**config.mk**
```make
export PLATFORM = sky130hd
export DESIGN_NAME = aux_timer
export DESIGN_NICKNAME = d
export VERILOG_FILES = /design/src/pkg/aux_timer_pkg.sv /design/src/hdl/trigger_edge_detect.sv /design/src/hdl/aux_timer.sv
export SDC_FILE = /design/constraint.sdc
export NUM_CORES = 1
export LEC_CHECK = 0
export BUFFER_PORTS_ARGS = -buffer_cell sky130_fd_sc_hd__buf_2
export CORE_ASPECT_RATIO = 1.2
export CORE_MARGIN = 5
export CORE_UTILIZATION = 30
export DETAILED_ROUTE_END_ITERATION = 16
export GPL_TIMING_DRIVEN = 0
export PLACE_DENSITY = 0.61
export SYNTH_ARGS = -nofsm -noshare
export SYNTH_HDL_FRONTEND = slang
export SYNTH_SLANG_ARGS = --single-unit
```
**constraint.sdc**
```tcl
create_clock -name hclk -period 4.1 [get_ports hclk]
set_input_delay 0 -clock hclk [delete_from_list [all_inputs] [get_ports hclk]]
set_output_delay 0 -clock hclk [all_outputs]
set_load 0.02 [all_outputs]
```
**src/pkg/aux_timer_pkg.sv**
```systemverilog
package aux_timer_pkg;

  // register byte offsets on the bus
  localparam logic [7:0] CTRL_OFS = 8'h00;
  localparam logic [7:0] COUNT_OFS = 8'h04;
  localparam logic [7:0] CAPT_OFS = 8'h08;
  localparam logic [7:0] STATUS_OFS = 8'h0c;
  localparam logic [7:0] MASK_OFS = 8'h10;

  // control register field positions
  localparam int RUN_BIT = 0;
  localparam int CLR_EN_BIT = 1;
  localparam int CAP_EN_BIT = 2;
  localparam int SEL_LSB = 3;
  localparam int DIR_BIT = 5;
  localparam int CTRL_W = 6;
  localparam logic [CTRL_W-1:0] CTRL_RST = 6'h00;

  // status and mask bit positions
  localparam int CAP_IRQ_BIT = 0;
  localparam int OVF_BIT = 1;
  localparam int STAT_W = 2;

  // edge selection codes
  localparam logic [1:0] SEL_NONE = 2'h0;
  localparam logic [1:0] SEL_RISE = 2'h1;
  localparam logic [1:0] SEL_FALL = 2'h2;
  localparam logic [1:0] SEL_BOTH = 2'h3;

  // timer and state time
  localparam int TIMER_W = 16;
  localparam logic [TIMER_W-1:0] TIMER_ZERO = 16'h0000;
  localparam int CLK_PERIOD_NS = 25;
  localparam int STATE_TIME_NS = 50;
  localparam int STATE_CYCLES =
    (STATE_TIME_NS + CLK_PERIOD_NS - 1) / CLK_PERIOD_NS;

  // ahb transfer type and response codes
  localparam logic [1:0] HTRANS_NONSEQ = 2'h2;
  localparam logic HRESP_OKAY = 1'b0;

endpackage

```
**src/hdl/trigger_edge_detect.sv**
```systemverilog
`timescale 1ns/100ps
module trigger_edge_detect
  import aux_timer_pkg::*;
(
  input wire logic hclk, // system clock
  input wire logic hresetn, // async reset, active low
  input wire logic pin_in, // raw pin level
  input wire logic sample_en, // one pulse per state time
  input wire logic [1:0] edge_sel, // which transitions count
  output logic edge_pulse // one-cycle qualifying transition
);

  logic sync1_reg; // first stage, read only by second
  logic sync2_reg; // second stage
  logic sync3_reg; // third stage
  logic last_reg; // level seen at previous state time
  logic rise; // accepted rising transition
  logic fall; // accepted falling transition

  //////////////////////////////////////////////////////////////////////////
  // three-stage synchroniser
  always_ff @(posedge hclk or negedge hresetn) begin
    if (!hresetn) begin
      sync1_reg <= 1'b0;
      sync2_reg <= 1'b0;
      sync3_reg <= 1'b0;
    end else begin
      sync1_reg <= pin_in;
      sync2_reg <= sync1_reg;
      sync3_reg <= sync2_reg;
    end
  end

  //////////////////////////////////////////////////////////////////////////
  // sample once per state time, only when stages two and three agree
  always_ff @(posedge hclk or negedge hresetn) begin
    if (!hresetn) begin
      last_reg <= 1'b0;
    end else if (sample_en && (sync2_reg == sync3_reg)) begin
      last_reg <= sync3_reg;
    end
  end

  // compare successive samples
  assign rise = sample_en && (sync2_reg == sync3_reg) &&
                sync3_reg && !last_reg;
  assign fall = sample_en && (sync2_reg == sync3_reg) &&
                !sync3_reg && last_reg;

  // single shared selection for clear and capture
  always_comb begin
    case (edge_sel)
      SEL_RISE: edge_pulse = rise;
      SEL_FALL: edge_pulse = fall;
      SEL_BOTH: edge_pulse = rise | fall;
      default: edge_pulse = 1'b0;
    endcase
  end

endmodule // trigger_edge_detect

```
**src/hdl/aux_timer.sv**
```systemverilog
`timescale 1ns/100ps
// Behaviour
// - clear enable independent of capture enable
// - enabled trigger edge zeroes timer count
// - edge select: rising, falling or both
// - clear event sets capture interrupt flag
// - clear and capture share one edge
module aux_timer
  import aux_timer_pkg::*;
#(
  parameter int STATE_DIV = STATE_CYCLES // clock cycles per state time
)(
  input wire logic hclk, // bus and system clock
  input wire logic hresetn, // async reset, active low
  input wire logic hsel, // slave select
  input wire logic [31:0] haddr, // byte address
  input wire logic [1:0] htrans, // transfer type
  input wire logic hwrite, // write when high
  input wire logic [2:0] hsize, // transfer size
  input wire logic hready, // bus ready in
  input wire logic [31:0] hwdata, // write data
  input wire logic capture_input_pin, // external trigger pin
  output logic [31:0] hrdata, // read data
  output logic hreadyout, // slave ready
  output logic hresp, // slave response
  output logic irq, // level interrupt
  output logic [TIMER_W-1:0] aux_timer_value // live count
);

  ////////////////////////////////////////////////////////////////////////////
  // declarations

  localparam int DIV_W = (STATE_DIV > 1) ? $clog2(STATE_DIV) : 1;
  localparam logic [DIV_W-1:0] DIV_LAST = DIV_W'(STATE_DIV - 1);

  logic [DIV_W-1:0] div_reg; // state time divider
  logic state_tick; // one pulse per state time
  logic [CTRL_W-1:0] ctrl_reg; // aux_timer_control
  logic [TIMER_W-1:0] count_reg; // the timer itself
  logic [TIMER_W-1:0] capt_reg; // captured count
  logic [STAT_W-1:0] status_reg; // sticky events
  logic [STAT_W-1:0] mask_reg; // interrupt mask
  logic [7:0] addr_reg; // latched address of data phase
  logic wr_pend_reg; // write data phase pending
  logic trig_edge; // selected transition from detector
  logic trig_ok; // transition with pin set as input
  logic clear_evt; // timer clear event
  logic capt_evt; // capture event
  logic ovf_evt; // count wraps to zero
  logic addr_ok; // valid address phase
  logic [STAT_W-1:0] evt_vec; // events in status layout
  logic [STAT_W-1:0] w1c_vec; // bits cleared by software
  logic [31:0] rd_next; // read data for next data phase
  logic timer_run; // count enable
  logic clr_en; // timer_clear_enable
  logic cap_en; // timer_capture_enable
  logic [1:0] edge_select_field; // active edge selection
  logic pin_direction_bit; // 0 means pin is an input

  // true when a data phase writes the given offset
  function automatic logic wr_hit(input logic [7:0] ofs);
    return wr_pend_reg && (addr_reg == ofs);
  endfunction

  ////////////////////////////////////////////////////////////////////////////
  // control field decode

  assign timer_run = ctrl_reg[RUN_BIT];
  assign clr_en = ctrl_reg[CLR_EN_BIT];
  assign cap_en = ctrl_reg[CAP_EN_BIT];
  assign edge_select_field = ctrl_reg[SEL_LSB +: 2];
  assign pin_direction_bit = ctrl_reg[DIR_BIT];

  ////////////////////////////////////////////////////////////////////////////
  // state time enable

  // divider gives one enable per state time
  always_ff @(posedge hclk or negedge hresetn) begin
    if (!hresetn) begin
      div_reg <= '0;
    end else if (div_reg == DIV_LAST) begin
      div_reg <= '0;
    end else begin
      div_reg <= div_reg + DIV_W'(1);
    end
  end

  assign state_tick = (div_reg == DIV_LAST);

  ////////////////////////////////////////////////////////////////////////////
  // trigger detection

  // shared detector feeds both clear and capture
  trigger_edge_detect u_edge (
    .hclk(hclk),
    .hresetn(hresetn),
    .pin_in(capture_input_pin),
    .sample_en(state_tick),
    .edge_sel(edge_select_field),
    .edge_pulse(trig_edge)
  );

  // pins driven as outputs give no trigger; a pulse shorter than the
  // sampling window can be missed, so the source must hold its level
  assign trig_ok = trig_edge && !pin_direction_bit;

  // clear and capture each gated by their own enable only
  assign clear_evt = trig_ok && clr_en;
  assign capt_evt = trig_ok && cap_en;

  // overflow when the count wraps on a tick
  assign ovf_evt = timer_run && state_tick && !clear_evt &&
                   (count_reg == {TIMER_W{1'b1}});

  ////////////////////////////////////////////////////////////////////////////
  // bus address phase

  assign addr_ok = hsel && hready && (htrans == HTRANS_NONSEQ || htrans[1]);

  // latch address and direction for the data phase
  always_ff @(posedge hclk or negedge hresetn) begin
    if (!hresetn) begin
      addr_reg <= 8'h00;
      wr_pend_reg <= 1'b0;
    end else if (hready) begin
      addr_reg <= haddr[7:0];
      wr_pend_reg <= addr_ok && hwrite;
    end
  end

  // zero wait states, always okay
  always_ff @(posedge hclk or negedge hresetn) begin
    if (!hresetn) begin
      hreadyout <= 1'b1;
      hresp <= HRESP_OKAY;
    end else begin
      hreadyout <= 1'b1;
      hresp <= HRESP_OKAY;
    end
  end

  ////////////////////////////////////////////////////////////////////////////
  // control and mask registers

  // control writes steer the timer and the trigger path
  always_ff @(posedge hclk or negedge hresetn) begin
    if (!hresetn) begin
      ctrl_reg <= CTRL_RST;
    end else if (wr_hit(CTRL_OFS)) begin
      ctrl_reg <= hwdata[CTRL_W-1:0];
    end
  end

  // interrupt mask
  always_ff @(posedge hclk or negedge hresetn) begin
    if (!hresetn) begin
      mask_reg <= '0;
    end else if (wr_hit(MASK_OFS)) begin
      mask_reg <= hwdata[STAT_W-1:0];
    end
  end

  ////////////////////////////////////////////////////////////////////////////
  // timer count

  // external clear beats a software write, which beats counting
  always_ff @(posedge hclk or negedge hresetn) begin
    if (!hresetn) begin
      count_reg <= TIMER_ZERO;
    end else if (clear_evt) begin
      count_reg <= TIMER_ZERO;
    end else if (wr_hit(COUNT_OFS)) begin
      count_reg <= hwdata[TIMER_W-1:0];
    end else if (timer_run && state_tick) begin
      count_reg <= count_reg + TIMER_W'(1);
    end
  end

  // capture takes the count before any clear of the same edge
  always_ff @(posedge hclk or negedge hresetn) begin
    if (!hresetn) begin
      capt_reg <= TIMER_ZERO;
    end else if (capt_evt) begin
      capt_reg <= count_reg;
    end
  end

  // live count out
  always_ff @(posedge hclk or negedge hresetn) begin
    if (!hresetn) begin
      aux_timer_value <= TIMER_ZERO;
    end else begin
      aux_timer_value <= count_reg;
    end
  end

  ////////////////////////////////////////////////////////////////////////////
  // sticky status and interrupt

  always_comb begin
    evt_vec = '0;
    evt_vec[CAP_IRQ_BIT] = clear_evt || capt_evt;
    evt_vec[OVF_BIT] = ovf_evt;
    w1c_vec = wr_hit(STATUS_OFS) ? hwdata[STAT_W-1:0] : '0;
  end

  // a new event wins over a write-one-to-clear in the same cycle
  always_ff @(posedge hclk or negedge hresetn) begin
    if (!hresetn) begin
      status_reg <= '0;
    end else begin
      status_reg <= (status_reg & ~w1c_vec) | evt_vec;
    end
  end

  // level interrupt from unmasked status
  always_ff @(posedge hclk or negedge hresetn) begin
    if (!hresetn) begin
      irq <= 1'b0;
    end else begin
      irq <= |(status_reg & mask_reg);
    end
  end

  ////////////////////////////////////////////////////////////////////////////
  // read data

  // decode the read in the address phase
  always_comb begin
    rd_next = 32'h0000_0000;
    case (haddr[7:0])
      CTRL_OFS: rd_next[CTRL_W-1:0] = ctrl_reg;
      COUNT_OFS: rd_next[TIMER_W-1:0] = count_reg;
      CAPT_OFS: rd_next[TIMER_W-1:0] = capt_reg;
      STATUS_OFS: rd_next[STAT_W-1:0] = status_reg;
      MASK_OFS: rd_next[STAT_W-1:0] = mask_reg;
      default: rd_next = 32'h0000_0000;
    endcase
  end

  // registered so read data stands through the data phase
  always_ff @(posedge hclk or negedge hresetn) begin
    if (!hresetn) begin
      hrdata <= 32'h0000_0000;
    end else if (addr_ok && !hwrite) begin
      hrdata <= rd_next;
    end
  end

endmodule // aux_timer

```
==> results.sh <==
export IMPL_finalCoreUtilization=0.394
export IMPL_drc_errors=0
export IMPL_vias_per_cell=4.65
export IMPL_p_leak_nw=2.42
export IMPL_clock_skew_final_ns=0.00687
export IMPL_synth_edf_count=0
export IMPL_max_slew_margin=0.194
export IMPL_wire_per_inst_um=15.3
export IMPL_ys_seq_area_frac=0.559
export IMPL_arrival_ns=2.69
export IMPL_numCtsBuffers=9
export IMPL_clkLatencyLatePin_ns=0.34
export IMPL_diodes=0
export IMPL_critPathLaunchType="flip-flop"
export IMPL_min_path_type="in -> async"
export IMPL_synth_seq_cells=89
export IMPL_drive_above_1_share=0.344
export IMPL_overflow=0
export IMPL_crit_chain="nand4bb_1 > a211oi_1 > clkbuf_1 > a211oi_2"
export IMPL_yosysWarnings=0
export IMPL_ant_nets=0
export IMPL_grt_pass1_vias=2984
export IMPL_cts_buffer_depth=2
export IMPL_status="completed"
export IMPL_drt_wl_total_um=9370
export IMPL_synth_cell_types=50
export IMPL_tns_ns=0
export IMPL_cts_tree="done"
export IMPL_min_period_over_period=0.610
export IMPL_areaGrowthSynthToFinish_pct=29.6
export IMPL_grtUsageTotal=0.126
export IMPL_die_height_um=136
export IMPL_dominantRegCellSynth="dfrtp_1"
export IMPL_firstDrtPassIters=4
export IMPL_start_util=0.304
export IMPL_slowest_delay_ns=1.01
export IMPL_vias=2852
export IMPL_crit_buf_inv=1
export IMPL_reg2reg_from="u_edge.sync2_reg$_DFF_PN0_"
export IMPL_synth_area_sq_um=3990
export IMPL_r2r_end="count_reg[4]$_DFFE_PN0P_"
export IMPL_ctsHoldBuffers=26
export IMPL_fmax_mhz=400
export IMPL_rrSetupSlack_ns=1.60
export IMPL_clockRootBuffer="clkbuf_16"
export IMPL_vdd_drop_max_mv=0.272
export IMPL_hpwl_um=6870
export IMPL_async_reset_ff_frac=1.00
export IMPL_grt_max_degree=70
export IMPL_rows=46
export IMPL_drt_initial_drc_count=122
export IMPL_globalplace_congestion=0.786
export IMPL_final_min_clock_period_ns=2.50
export IMPL_setup_viol=0
export IMPL_grt_pass1_wl_um=15200
export IMPL_port_buffer_count=63
export IMPL_antenna_found_initial=0
export IMPL_power_density_nw_per_um2=445
export IMPL_worstPathRequired_ns=4.29
export IMPL_end_kind="flip-flop"
export IMPL_dieArea_sq_um=15700
export IMPL_worstPathMaxFanout=10
export IMPL_maxCapViolCount=0
export IMPL_avgSynthCellArea_sq_um=12.3
export IMPL_crit_type="reg -> reg"
export IMPL_finalHoldViolations=0
export IMPL_htreeDepth=3
export IMPL_critPathTopFamily="compound AO/OA/AOI/OAI gates"
export IMPL_post_cts_setup_buffers=0
export IMPL_io_pins=126
export IMPL_crit_slowest_cell="a211oi_1"
export IMPL_rsz0062_at_grt="no"
export IMPL_clk_pin_slew_ns=0.06
export IMPL_die_w_um=115
export IMPL_finalNetCount=516
export IMPL_clock_sinks=89
export IMPL_worst_slew_pin_transition_ns=1.20
export IMPL_netlist_instances=323
export IMPL_maxSlewViolCount=0
export IMPL_ctsResizeCount=0
export IMPL_reg2regPathDepth=4
export IMPL_core_sq_um=13100
==> layout by cell type, fill, tap and decap left out, types with 4 or more instances in the layout <==
cell type      Yosys  routed
o21ai_0           11      11
a221o_1           11      11
nand3_1            5       5
dfrtp_1           89      89
inv_1              6       6
and2_0             7       7
conb_1             2      18
clkbuf_16          0       9
o31ai_1            5       5
and2_1             4       4
mux2_2            31      31
a311oi_1           4       4
nand2_1           18      18
a21oi_1            6       6
and4_1             4       4
dlygate4sd3_1      0      26
clkbuf_1           7       7
or3_1              4       4
nand4_1            8       8
buf_2              3      65
buf_4             18      19
nor2_1            21      21
mux2i_1            4       4
a211oi_2          10      10
xor2_1             7       7
==> layout make-up <==
class                      count  area [sq um]
clock buffer                  10           239
inverter                       6          22.5
fill                        1298          7950
multi-input combinational    212          1580
sequential                    89          2230
buffer                        32           214
clock inverter                 6          66.3
timing repair buffer          90           606
tap                          168           210
==> cell families (layout without fill, tap and decap cells) <==
group           count (synthesis)  count (layout)  share of synthesized area
simple gates                   90              90                      0.131
compound gates                 57              57                      0.117
other cells                     2              18                    0.00188
flops                          89              89                      0.559
fa+ha+maj                       1               1                    0.00314
xor+xnor                        9               9                     0.0198
mux                            37              37                      0.109
buf+inv                        38             144                     0.0593
==> metal layers <==
layer	wire (um)	global-route usage
met5	0	0
met4	146	0.0411
met3	595	0.0338
met2	4810	0.217
met1	3810	0.151
==> synth_stat cells (6+ instances only) <==
cell type	number	area, sq um
nand4_1	8	50.1
buf_4	18	135
xor2_1	7	61.3
clkbuf_1	7	26.3
inv_1	6	22.5
a221o_1	11	110
nand2_1	18	67.6
dfrtp_1	89	2230
o21ai_0	11	55.1
mux2_2	31	349
nor2_1	21	78.8
a21oi_1	6	30.0
a211oi_2	10	125
and2_0	7	43.8
==> stage by stage <==
stage / worst slack [ns] / power, W / std cells / hold slack (ns) / cell area [sq um]
6_report: 1.60 / 0.00230 / 613 / 0.0975 / 5170
5_1_grt: 1.44 / 0.00241 / 613 / 0.133 / 5170
4_1_cts: 1.60 / 0.00233 / 613 / 0.111 / 5170
3_5_place_dp: 1.61 / 0.00147 / 571 / -0.0836 / 4600
3_3_place_gp: 1.62 / 0.00145 / 570 / 0.113 / 4570
2_1_floorplan: 2.08 / 0.00132 / 339 / -0.296 / 4050
==> worst max-delay path by stage <==
stage	startpoint	endpoint	slack, ns	cells after the start
after floorplan	addr_reg[5]$_DFFE_PN0P_	count_reg[0]$_DFFE_PN0P_	2.08	6
after global placement	u_edge.sync2_reg$_DFF_PN0_	count_reg[6]$_DFFE_PN0P_	1.62	4
after detailed placement	u_edge.sync2_reg$_DFF_PN0_	count_reg[8]$_DFFE_PN0P_	1.61	4
after CTS	u_edge.sync2_reg$_DFF_PN0_	count_reg[4]$_DFFE_PN0P_	1.60	4
after global routing	u_edge.sync2_reg$_DFF_PN0_	count_reg[4]$_DFFE_PN0P_	1.44	4
final	u_edge.sync2_reg$_DFF_PN0_	count_reg[4]$_DFFE_PN0P_	1.60	4
==> worst register-to-register path, delay by kind of cell (launching register included) <==
| family | cells | cell delay, ns |
|---|---|---|
| buffers and inverters | 1 | 0.63 |
| AOI/OAI and AO/OA | 2 | 1.09 |
| DFF | 1 | 0.41 |
| and+or+nand+nor | 1 | 0.22 |
==> where the power goes <==
part	switching (W)	internal, W
sequential	0.000112	0.000988
combinational	0.000197	0.000169
clock	0.000346	0.000490
total	0.000655	0.00165
Note: power is estimated with default switching activity, not from simulation.
